### config.mk
export PLATFORM = sky130hd
export DESIGN_NAME = bsac_top
export DESIGN_NICKNAME = d
export VERILOG_FILES = /design/src/hw/bsac_pkg.sv /design/src/hw/bsac_top.sv
export SDC_FILE = /design/constraint.sdc
export NUM_CORES = 1
export LEC_CHECK = 0
export ABC_CLOCK_PERIOD_IN_PS = 3800
export BUFFER_PORTS_ARGS = -buffer_cell sky130_fd_sc_hd__buf_2
export CORE_MARGIN = 4
export CORE_UTILIZATION = 30
export CTS_CLUSTER_DIAMETER = 200
export DETAILED_ROUTE_END_ITERATION = 7
export PLACE_DENSITY = 0.51
export SLEW_MARGIN = 20
export SYNTH_ARGS = -nofsm -noshare
export SYNTH_HDL_FRONTEND = slang
export SYNTH_SLANG_ARGS = --single-unit
### constraint.sdc
create_clock -name pclk -period 3.8 [get_ports pclk]
set_input_delay 0.76 -clock pclk [delete_from_list [all_inputs] [get_ports pclk]]
set_output_delay 0.76 -clock pclk [all_outputs]
set_load 0.03 [all_outputs]
### src/hw/bsac_pkg.sv
/*
  Constants for the branch sequencer and alarm controller: register map,
  field layouts, reset values, timing constants and mode encodings.
  Assumes a 40 MHz APB clock.
*/
package bsac_pkg;
  // ---------------------------------------------------------------
  // Clock and timing
  // ---------------------------------------------------------------
  localparam int unsigned CLK_HZ        = 40000000;
  localparam int unsigned TICK_MS       = 1;
  localparam int unsigned TICK_CYC      = CLK_HZ / 1000 * TICK_MS;
  localparam int unsigned BLANK_MS      = 70;
  localparam int unsigned OT_HOLD_MS    = 1000;
  localparam int unsigned STEP_MS       = 100;
  localparam int unsigned RUN_UNIT_MS   = 360000000;
  // ---------------------------------------------------------------
  // Setting limits
  // ---------------------------------------------------------------
  localparam logic [9:0]  RT_MAX        = 10'h3E7;
  localparam logic [9:0]  DLY_MAX       = 10'h3DE;
  localparam logic [7:0]  OT_MIN        = 8'h19;
  localparam logic [7:0]  OT_MAX        = 8'h50;
  localparam logic [7:0]  TEMP_MIN      = 8'hF6;
  localparam logic [7:0]  TEMP_MAX      = 8'h64;
  localparam logic [7:0]  OT_HYST       = 8'h02;
  localparam logic [7:0]  OT_RST        = 8'h3C;
  localparam logic [9:0]  RT_RST        = 10'h3E7;
  localparam logic [9:0]  DLY_RST       = 10'h000;
  localparam logic [7:0]  CODE_OT       = 8'h30;
  localparam logic [7:0]  CODE_RT       = 8'h23;
  localparam int unsigned BLINK_MS      = 500;
  // ---------------------------------------------------------------
  // Register offsets
  // ---------------------------------------------------------------
  localparam logic [7:0]  A_CTRL   = 8'h00;
  localparam logic [7:0]  A_STAT   = 8'h04;
  localparam logic [7:0]  A_IRQ    = 8'h08;
  localparam logic [7:0]  A_MASK   = 8'h0C;
  localparam logic [7:0]  A_RTSET  = 8'h10;
  localparam logic [7:0]  A_OTSET  = 8'h14;
  localparam logic [7:0]  A_RUNT   = 8'h18;
  localparam logic [7:0]  A_DISP   = 8'h1C;
  localparam logic [7:0]  A_ONDLY  = 8'h20;
  localparam logic [7:0]  A_OFFDLY = 8'h30;
  // CTRL fields
  localparam int C_MODE = 0;
  localparam int C_TEST = 4;
  localparam int C_RTCLR = 8;
  // IRQ bits
  localparam int I_RT   = 0;
  localparam int I_OT   = 1;
  localparam int I_ON   = 2;
  localparam int I_OFF  = 3;
  localparam int I_W    = 4;
  typedef enum logic [1:0] {
    BSAC_SET  = 2'b00,
    BSAC_RUN  = 2'b01,
    BSAC_TEST = 2'b11
  } bsac_mode_t;
endpackage

### src/hw/bsac_top.sv
/*
  Branch sequencer and alarm controller: staggered per-branch connect
  and disconnect, inrush blanking, run time and over-temperature alarms,
  operating mode selection, APB register slave and interrupt.
  Assumes inputs synchronous to pclk, temperature as signed degrees C.
*/
// Operation
// Run time preset 0..99.9 kh, 0.1 kh
// Overtemp output after above threshold over 1 s
// Display alternates temperature and overtemp code
// Overtemp clears itself below threshold, hysteresis
// Overtemp threshold 25..80 C, 1 C steps
// Temperature shown -10..100 C, 1 C
// Alarms never disconnect branches
// Alarm outputs conduct normally, open on alarm
// Startup connects each branch after own delay
// Trip or stop disconnects after own delay
// Current trip blanked 70 ms after connect
// Sequencing only for own four branches
// Overvoltage trip disconnects all at once
// Run, setting and test modes
// First power-up in setting, then test/run
// Run time accumulates; alarm at preset
// Shutdown delay counts from trip detection
`timescale 1ns/1ps
`default_nettype none
module bsac_top
  import bsac_pkg::*;
#(
  parameter int unsigned NBR       = 4,
  parameter int unsigned TICK_CYCP = TICK_CYC,
  parameter int unsigned RUN_UNITP = RUN_UNIT_MS / TICK_MS
) (
  input  wire logic              pclk,
  input  wire logic              presetn,
  input  wire logic              psel,
  input  wire logic              penable,
  input  wire logic              pwrite,
  input  wire logic [7:0]        paddr,
  input  wire logic [31:0]       pwdata,
  output logic      [31:0]       prdata,
  output logic                   pready,
  output logic                   pslverr,
  input  wire logic              ext_trip,
  input  wire logic              estop,
  input  wire logic              overvolt_trip,
  input  wire logic signed [7:0] temp_c,
  output logic      [NBR-1:0]    branch_on,
  output logic      [NBR-1:0]    trip_enable,
  output logic                   alarm_output,
  output logic                   overtemp_output,
  output logic      [7:0]        disp_value,
  output logic                   disp_is_code,
  output logic                   irq
);
  localparam int unsigned STEP_T  = STEP_MS / TICK_MS;
  localparam int unsigned BLANK_T = BLANK_MS / TICK_MS;
  localparam int unsigned OT_T    = OT_HOLD_MS / TICK_MS;
  localparam int unsigned BLINK_T = BLINK_MS / TICK_MS;

  // -----------------------------------------------------------------
  // State
  // -----------------------------------------------------------------
  bsac_mode_t        mode_r, mode_nxt;
  logic [NBR-1:0]    test_r, test_nxt;
  logic [9:0]        rtset_r, rtset_nxt;
  logic [7:0]        otset_r, otset_nxt;
  logic [9:0]        ondly_r [NBR], ondly_nxt [NBR];
  logic [9:0]        offdly_r [NBR], offdly_nxt [NBR];
  logic [I_W-1:0]    irq_r, irq_nxt, mask_r, mask_nxt;
  logic [31:0]       prdata_nxt;
  logic [15:0]       tick_cnt_r, tick_cnt_nxt;
  logic              tick;
  logic [6:0]        step_cnt_r, step_cnt_nxt;
  logic              step;
  logic [31:0]       unit_cnt_r, unit_cnt_nxt;
  logic [9:0]        runt_r, runt_nxt;
  logic              rt_alm;
  logic              ot_r, ot_nxt;
  logic [10:0]       ot_cnt_r, ot_cnt_nxt;
  logic [9:0]        blink_r, blink_nxt;
  logic              phase_r, phase_nxt;
  logic              down_r, down_nxt;
  logic [9:0]        seq_cnt_r [NBR], seq_cnt_nxt [NBR];
  logic [NBR-1:0]    on_r, on_nxt;
  logic [6:0]        blank_r [NBR], blank_nxt [NBR];
  logic [7:0]        disp_nxt;
  logic              code_nxt;
  logic              wr, rd;
  logic [7:0]        tclamp;

  assign wr      = psel & penable & pwrite;
  assign rd      = psel & ~penable & ~pwrite;
  assign pready  = 1'b1;
  assign pslverr = 1'b0;
  assign tick    = (tick_cnt_r == 16'(TICK_CYCP - 1));
  assign step    = tick & (step_cnt_r == 7'(STEP_T - 1));
  assign rt_alm  = (runt_r >= rtset_r);

  // Clamp reading to displayable span
  always_comb begin
    if ($signed(temp_c) < $signed(TEMP_MIN)) tclamp = TEMP_MIN;
    else if ($signed(temp_c) > $signed(TEMP_MAX)) tclamp = TEMP_MAX;
    else tclamp = temp_c;
  end

  // -----------------------------------------------------------------
  // Registers and APB
  // -----------------------------------------------------------------
  always_comb begin
    mode_nxt   = mode_r;
    test_nxt   = test_r;
    rtset_nxt  = rtset_r;
    otset_nxt  = otset_r;
    mask_nxt   = mask_r;
    ondly_nxt  = ondly_r;
    offdly_nxt = offdly_r;
    prdata_nxt = prdata;
    irq_nxt    = irq_r;
    if (wr && mode_r != BSAC_RUN) begin
      unique case (paddr)
        A_CTRL: begin
          if (pwdata[C_MODE+1:C_MODE] != 2'b10)
            mode_nxt = bsac_mode_t'(pwdata[C_MODE+1:C_MODE]);
          test_nxt = pwdata[C_TEST+NBR-1:C_TEST];
        end
        A_RTSET: if (pwdata[9:0] <= RT_MAX) rtset_nxt = pwdata[9:0];
        A_OTSET: if (pwdata[7:0] >= OT_MIN && pwdata[7:0] <= OT_MAX)
          otset_nxt = pwdata[7:0];
        default: ;
      endcase
      for (int i = 0; i < NBR; i++) begin
        if (paddr == A_ONDLY + 8'(4*i) && pwdata[9:0] <= DLY_MAX)
          ondly_nxt[i] = pwdata[9:0];
        if (paddr == A_OFFDLY + 8'(4*i) && pwdata[9:0] <= DLY_MAX)
          offdly_nxt[i] = pwdata[9:0];
      end
    end else if (wr && paddr == A_CTRL) begin
      if (pwdata[C_MODE+1:C_MODE] == BSAC_SET) mode_nxt = BSAC_SET;
    end
    if (wr && paddr == A_MASK) mask_nxt = pwdata[I_W-1:0];
    if (wr && paddr == A_IRQ) irq_nxt = irq_r & ~pwdata[I_W-1:0];
    // Set beats clear
    irq_nxt[I_RT]  = irq_nxt[I_RT] | ((runt_nxt >= rtset_nxt) & ~rt_alm);
    irq_nxt[I_OT]  = irq_nxt[I_OT] | (ot_nxt & ~ot_r);
    irq_nxt[I_ON]  = irq_nxt[I_ON] | (|(on_nxt & ~on_r));
    irq_nxt[I_OFF] = irq_nxt[I_OFF] | (|(~on_nxt & on_r));
    if (rd) begin
      unique case (paddr)
        A_CTRL:  prdata_nxt = {28'h0, 2'b00, mode_r} | (32'(test_r) << C_TEST);
        A_STAT:  prdata_nxt = {24'h0, 2'(0), down_r, ot_r, rt_alm, 3'(0)}
                              | (32'(on_r) << 8) | (32'(trip_enable) << 12);
        A_IRQ:   prdata_nxt = 32'(irq_r);
        A_MASK:  prdata_nxt = 32'(mask_r);
        A_RTSET: prdata_nxt = 32'(rtset_r);
        A_OTSET: prdata_nxt = 32'(otset_r);
        A_RUNT:  prdata_nxt = 32'(runt_r);
        A_DISP:  prdata_nxt = {23'h0, disp_is_code, disp_value};
        default: prdata_nxt = 32'h0000_0000;
      endcase
      for (int i = 0; i < NBR; i++) begin
        if (paddr == A_ONDLY + 8'(4*i)) prdata_nxt = 32'(ondly_r[i]);
        if (paddr == A_OFFDLY + 8'(4*i)) prdata_nxt = 32'(offdly_r[i]);
      end
    end
  end

  // -----------------------------------------------------------------
  // Time base, run time, over-temperature, display
  // -----------------------------------------------------------------
  always_comb begin
    tick_cnt_nxt = tick ? 16'h0000 : tick_cnt_r + 16'h0001;
    step_cnt_nxt = !tick ? step_cnt_r : (step ? 7'h00 : step_cnt_r + 7'h01);
    unit_cnt_nxt = unit_cnt_r;
    runt_nxt     = runt_r;
    if (tick) begin
      if (unit_cnt_r == RUN_UNITP - 1) begin
        unit_cnt_nxt = 32'h0;
        if (runt_r != RT_MAX) runt_nxt = runt_r + 10'h001;
      end else unit_cnt_nxt = unit_cnt_r + 32'h1;
    end
    ot_cnt_nxt = ot_cnt_r;
    ot_nxt     = ot_r;
    if ($signed(temp_c) > $signed(otset_r)) begin
      if (tick && ot_cnt_r != 11'(OT_T)) ot_cnt_nxt = ot_cnt_r + 11'h001;
      if (ot_cnt_r == 11'(OT_T)) ot_nxt = 1'b1;
    end else begin
      ot_cnt_nxt = 11'h000;
      if ($signed(temp_c) < $signed(otset_r - OT_HYST)) ot_nxt = 1'b0;
    end
    blink_nxt = blink_r;
    phase_nxt = phase_r;
    if (tick) begin
      if (blink_r == 10'(BLINK_T - 1)) begin
        blink_nxt = 10'h000;
        phase_nxt = ~phase_r;
      end else blink_nxt = blink_r + 10'h001;
    end
    disp_nxt = tclamp;
    code_nxt = 1'b0;
    if (ot_r) begin
      disp_nxt = phase_r ? CODE_OT : tclamp;
      code_nxt = phase_r;
    end else if (rt_alm) begin
      disp_nxt = phase_r ? CODE_RT : runt_r[7:0];
      code_nxt = phase_r;
    end
  end

  // -----------------------------------------------------------------
  // Branch sequencing
  // -----------------------------------------------------------------
  always_comb begin
    down_nxt = down_r | ext_trip | estop;
    if (mode_r != BSAC_RUN) down_nxt = 1'b0;
    on_nxt      = on_r;
    seq_cnt_nxt = seq_cnt_r;
    for (int i = 0; i < NBR; i++) begin
      if (mode_r == BSAC_TEST) begin
        on_nxt[i] = test_r[i];
        seq_cnt_nxt[i] = 10'h000;
      end else if (mode_r == BSAC_RUN && !down_nxt) begin
        if (!on_r[i]) begin
          if (seq_cnt_r[i] >= ondly_r[i]) on_nxt[i] = 1'b1;
          else if (step) seq_cnt_nxt[i] = seq_cnt_r[i] + 10'h001;
        end
      end else if (down_nxt && on_r[i]) begin
        if (!down_r) seq_cnt_nxt[i] = 10'h000;
        else if (seq_cnt_r[i] >= offdly_r[i]) on_nxt[i] = 1'b0;
        else if (step) seq_cnt_nxt[i] = seq_cnt_r[i] + 10'h001;
      end
      // Fresh start delay on every entry to Run
      if (mode_r == BSAC_SET) seq_cnt_nxt[i] = 10'h000;
      if (overvolt_trip) on_nxt[i] = 1'b0;
      // Alarms take no part in branch state                                     // R7
    end
  end

  // -----------------------------------------------------------------
  // Inrush blanking, one counter per branch
  // -----------------------------------------------------------------
  for (genvar g = 0; g < NBR; g++) begin : g_blank
    always_comb begin
      blank_nxt[g] = blank_r[g];
      if (!on_nxt[g]) begin
        blank_nxt[g] = 7'h00;
      end else if (tick && blank_r[g] != 7'(BLANK_T)) begin
        blank_nxt[g] = blank_r[g] + 7'h01;
      end
    end
    always_ff @(posedge pclk or negedge presetn) begin
      if (!presetn) begin
        blank_r[g] <= 7'h00;
      end else begin
        blank_r[g] <= blank_nxt[g];
      end
    end
    assign trip_enable[g] = on_r[g] && blank_r[g] == 7'(BLANK_T);
  end

  assign branch_on       = on_r;
  assign alarm_output    = ~rt_alm;
  assign overtemp_output = ~ot_r;
  assign irq             = |(irq_r & mask_r);

  // -----------------------------------------------------------------
  // Flip-flops
  // -----------------------------------------------------------------
  always_ff @(posedge pclk or negedge presetn) begin
    if (!presetn) begin
      mode_r     <= BSAC_SET;
      test_r     <= '0;
      rtset_r    <= RT_RST;
      otset_r    <= OT_RST;
      mask_r     <= '0;
      irq_r      <= '0;
      prdata     <= 32'h0000_0000;
      tick_cnt_r <= 16'h0000;
      step_cnt_r <= 7'h00;
      unit_cnt_r <= 32'h0;
      runt_r     <= 10'h000;
      ot_r       <= 1'b0;
      ot_cnt_r   <= 11'h000;
      blink_r    <= 10'h000;
      phase_r    <= 1'b0;
      down_r     <= 1'b0;
      on_r       <= '0;
      disp_value <= 8'h00;
      disp_is_code <= 1'b0;
      for (int i = 0; i < NBR; i++) begin
        ondly_r[i]   <= DLY_RST;
        offdly_r[i]  <= DLY_RST;
        seq_cnt_r[i] <= 10'h000;
      end
    end else begin
      mode_r     <= mode_nxt;
      test_r     <= test_nxt;
      rtset_r    <= rtset_nxt;
      otset_r    <= otset_nxt;
      mask_r     <= mask_nxt;
      irq_r      <= irq_nxt;
      prdata     <= prdata_nxt;
      tick_cnt_r <= tick_cnt_nxt;
      step_cnt_r <= step_cnt_nxt;
      unit_cnt_r <= unit_cnt_nxt;
      runt_r     <= runt_nxt;
      ot_r       <= ot_nxt;
      ot_cnt_r   <= ot_cnt_nxt;
      blink_r    <= blink_nxt;
      phase_r    <= phase_nxt;
      down_r     <= down_nxt;
      on_r       <= on_nxt;
      disp_value <= disp_nxt;
      disp_is_code <= code_nxt;
      ondly_r    <= ondly_nxt;
      offdly_r   <= offdly_nxt;
      seq_cnt_r  <= seq_cnt_nxt;
    end
  end
endmodule
`default_nettype wire

Yosys cells after proc, flatten, opt, wreduce, memory -nomap -nowiden
Cells that the tools add are included.
{ "totals": {"register_bits": 314, "output_inout_bits": 54} }
{ "op_classes": {"addsub": 15, "n_lt_le_gt_ge": 18, "eq_ne": 53, "mux": 115, "bitwise_logic": 28, "n_reduce_logical": 56} }
{ "op_table": {"columns": ["operator", "n"], "rows": [
  ["$mux 10", 43],
  ["$mux 32", 9],
  ["$pmux 16 s8", 1],
  ["$ge 10x10->1", 10],
  ["$eq 8x6->1 const B", 8],
  ["$mux 7", 9],
  ["$add 10x1->10 const B", 6],
  ["$mux 8", 6],
  ["$mux 1", 38],
  ["$add 7x1->7 const B", 5],
  ["$eq 7x7->1 const B", 5],
  ["$add 32x1->32 const B", 1],
  ["$eq 32x29->1 const B", 1],
  ["$eq 8x5->1 const B", 4],
  ["$ne 7x7->1 const B", 4],
  ["$logic_and 1x1->1", 27],
  ["$mux 11", 2],
  ["$le 10x10->1 const B", 2],
  ["$ne 4x3->1 const B", 5],
  ["$reduce_and 2->1", 10],
  ["$reduce_and 4->1", 5],
  ["$add 16x1->16 const B", 1],
  ["$and 4x4->4", 4],
  ["$eq 16x16->1 const B", 1],
  ["other kinds (38)", 78]
]} }

Longest topological paths before layout
{ "logic_depth": {"depth_word": 12, "depth_mapped": 15} }

Worst setup path before layout
No wires, ideal clock.
{ "synth_path": {"path_type": "input-to-reg", "from": "in paddr[5]", "to": "reg irq_r[0]", "t_arrival_ns": 3.278, "path_slack_ns": 0.386, "cell_stages": 14, "n_path_buf": 2, "path_cell_list": "clkbuf_1 nor3_1 nand2_1 nor3_1 buf_2 mux2_2 ha_1 nor2b_1 o21ai_0 a21oi_1 o21ai_0 a31o_2 a21oi_1 o21ai_0"} }
{ "synth_via": {"elab_chain_len": 6, "elab_cells_between_ends": 9} }
{ "synth_lines": {"columns": ["item", "line_no", "rtl"], "rows": [
  ["start, declared", "bsac_top.sv:39", "input wire logic [7:0] paddr,"],
  ["$eq 8x5->1", "bsac_top.sv:121", "unique case (paddr)"],
  ["$mux 10", "bsac_top.sv:121", null],
  ["$mux 10", "bsac_top.sv:120", "if (wr && mode_r != BSAC_RUN) begin"],
  ["named net rtset_nxt[0]", "bsac_top.sv:66", "logic [9:0] rtset_r, rtset_nxt;"],
  ["$ge 10x10->1", "bsac_top.sv:144", "irq_nxt[I_RT] = irq_nxt[I_RT] | ((runt_nxt >= rtset_nxt) & ~rt_alm);"],
  ["$and 1x1->1", "bsac_top.sv:144", null],
  ["$or 1x1->1", "bsac_top.sv:144", null],
  ["named net irq_nxt[0]", "bsac_top.sv:70", "logic [I_W-1:0] irq_r, irq_nxt, mask_r, mask_nxt;"],
  ["end signal, assigned", "bsac_top.sv:301", "irq_r <= irq_nxt;"],
  ["end, declared", "bsac_top.sv:70", null]
]} }
The timed path passes the listed nets, and every way through them passes these cells.
A chain may end at the register's enable or synchronous reset.

Worst setup path in the final report
{ "layout_path": {"from": "reg unit_cnt_r[23]", "to": "reg irq_r[0]"} }
{ "layout_via": {"elab_chain_len": 6} }
{ "layout_lines": {"columns": ["item", "line_no", "rtl"], "rows": [
  ["start, declared", "bsac_top.sv:76", "logic [31:0] unit_cnt_r, unit_cnt_nxt;"],
  ["start signal, assigned", "bsac_top.sv:305", "unit_cnt_r <= unit_cnt_nxt;"],
  ["$eq 32x29->1", "bsac_top.sv:177", "if (unit_cnt_r == RUN_UNITP - 1) begin"],
  ["$mux 10", "bsac_top.sv:177", null],
  ["$mux 10", "bsac_top.sv:176", "if (tick) begin"],
  ["named net runt_nxt[2]", "bsac_top.sv:77", "logic [9:0] runt_r, runt_nxt;"],
  ["$ge 10x10->1", "bsac_top.sv:144", null],
  ["$and 1x1->1", "bsac_top.sv:144", null],
  ["$or 1x1->1", "bsac_top.sv:144", null],
  ["named net irq_nxt[0]", "bsac_top.sv:70", null]
]} }
The timed path passes the listed nets, and every way through them passes these cells.

==> metrics.csv <==
metric,value,unit
synth-seq-cells,298,
ir_worst_vdd,242,uV
path_clk_slew,0.06,ns
dieArea,0.0647,mm^2
synth_top_flop_cell,dfrtp_1,
wire_per_inst,20.0,um
hold_buffers,0,
synthTopCellsByArea,"dfrtp_1, ha_1, mux2_2",
worst_slew_pin_slew,1.02,ns
io_buffers,69,
initial_utilization,30.2,%
layout-drive-gt1-share,15.6,%
placementRows,90,
dp_hpwl,41.9,mm
relSlewSlack,32.0,%
worst-path-buf-inv,0,
fillers,6159,
core,0.0602,mm^2
design_area,0.0209,mm^2
grt_overflow,0,
die_h,254,um
fin_ws,0.330,ns
fmax,0.288,GHz
powerDensity,354,mW/mm^2
busiest_layer,met2,
path_cells,nor4b_1 -> nand4b_1 -> nor3_1 -> nand4_1 -> nor2_1 -> nand2_1 -> o21ba_2 -> ha_1 -> a21oi_1 -> o21ai_0 -> a21oi_1 -> o21ai_0 -> a31o_2 -> a21oi_1 -> o21ai_0,
crit_required,4.22,ns
grt_use_met1,24.7,%
yosysTopAreaCell,dfrtp_1,
firstDrtPassIters,5,
pre_cts_ws,0.231,ns
synth-edff-count,0,
outcome,completed,
via_count,15078,
hold_class,in -> async,
cts_htree_levels,2,
ant_nets,0,
worst_path_largest_cell_delay,0.44,ns
placed_area,0.0197,mm^2
layout_common_cells,"dfrtp_1, nand2_1, nor2_1, ha_1, inv_1",
startpoint_type,flip-flop,
drtIter0Drc,1290,
ys_types,79,
maxSlewViolCount,0,
postCtsSetupBuffers,0,
via_per_inst,5.31,
cp_max_fo,5,
place_congestion,0.896,
syn_area_per_cell,9.36,um^2
grt_antenna_before_repair,4,
grt_max_degree,96,
cts_sinks,298,
cap_violations,0,
clockBufferDepth,3,
synth_cells,1945,
rsz0062_at_grt,false,
clkLatencyLatePin,0.55,ns
hold_viol_final,0,
skew,0.0209,ns
syn_to_final_growth,15.0,%
critPathSlowestCell,dfrtp_1,
die_x,254,um
totalWireLength,56.8,mm
grt_pass1_vias,14966,
grt_util_all_layers,17.5,%
tns,0,ns
final_util,34.7,%
cts_buffers,37,
final_common_cell,dfrtp_1,
met2_usage,27.1,%
path_class,reg -> reg,
endpoint_kind,flip-flop,
cts-root-buf,clkbuf_16,
setup_viol,0,
use_met3,3.27,%
netlist_area,0.0182,mm^2
arrival,3.89,ns
fin_crit,3.47,ns
critical_path.top_delay_family,simple AND/OR/NAND/NOR gates,
p_leak,9.39,nW
route.detailed.drc,0,
tritoncts,built,
async_reset_ff_share,100,%
grt_first_pass_wirelength,88.6,mm
fin_nets,2223,
yosysSeqAreaShare,41.0,%
yosysWarnings,0,
fin_crit_sh,91.3,%
io_pins,110,
netlist.area_leader.share,39.3,%
## final timing paths
kind | start | to | slack (ns) | depth (start not counted)
min in group pclk | unit_cnt_r[8] | unit_cnt_r[8] | 0.47 | 1
max reg2reg | unit_cnt_r[23] | irq_r[0] | 0.33 | 15
max | unit_cnt_r[23] | irq_r[0] | 0.33 | 15
min | presetn | otset_r[6] | 0.15 | 1
max in group asynchronous | presetn | seq_cnt_r[19] | 2.50 | 2
min reg2reg | unit_cnt_r[8] | unit_cnt_r[8] | 0.47 | 1
## per-stage QoR
step / hold slack, ns / total power [mW] / std cells
after detailed placement: 0.462 / 3.85 / 2775
after CTS: 0.162 / 7.53 / 2840
after global placement: 0.458 / 3.85 / 2775
after floorplan: 0.439 / 3.59 / 1961
final: 0.150 / 7.42 / 2841
after global routing: 0.184 / 7.71 / 2841
## per-layer routing
layer	routed length, um	part of all wire (%)	up-vias
li1	-	-	7119
met1	26200	46	7479
met2	25200	44	392
met3	3670	6.5	86
met4	1710	3.0	2
met5	11	0.019	-
## state kept, by name (all words and copies together), names as in the netlist, 7 cells and up
register,cells
ondly_r,40
tick_cnt_r,16
runt_r,10
offdly_r,40
step_cnt_r,7
ot_cnt_r,11
blank_r,28
disp_value,8
blink_r,10
otset_r,8
prdata,16
rtset_r,10
unit_cnt_r,32
seq_cnt_r,40
## layout make-up
type,count,area (um^2),share of cell area (%)
multi-input cells,1434,9900,47.3
flip-flops and latches,298,7470,35.7
clock buffers,55,1130,5.38
well taps,782,978,4.67
repair buffers,131,858,4.10
inverters,130,488,2.33
clock inverters,10,113,0.538
diodes,1,2.50,0.0120
## cell families (layout without fill, tap and decap cells)
logic type | Yosys count | after routing | share of synthesized area, %
compound gates | 420 | 420 | 14.5
fa+ha+maj | 135 | 135 | 9.28
xor+xnor | 88 | 88 | 4.23
simple gates | 658 | 658 | 18.6
buf+inv | 229 | 326 | 5.20
mux | 115 | 115 | 7.17
flops | 298 | 298 | 41.0
other cells | 2 | 19 | 0.0413
## power breakdown
part           internal (mW)  leakage, nW  switching, mW
registers               3.22         4.02         0.0376
logic                  0.153         4.75          0.384
clock network           2.19        0.612           1.44
total                   5.56         9.39           1.86
## Yosys cell counts, types with 38 or more instances
cell,instances
nor2_1,154
a21oi_1,87
mux2_2,93
nand3_1,74
xor2_1,38
inv_1,130
nand4_1,48
ha_1,135
dfrtp_1,286
o21ai_0,118
nand2_1,158
xnor2_1,50
and3_1,43
clkbuf_1,60
## what timing repair did
action                                  4_1_cts  5_1_grt
hold endpoints to repair                      0        0
resized for setup                             0        1
endpoints found under the setup margin        0        1
(Power assumes the default switching activity.)
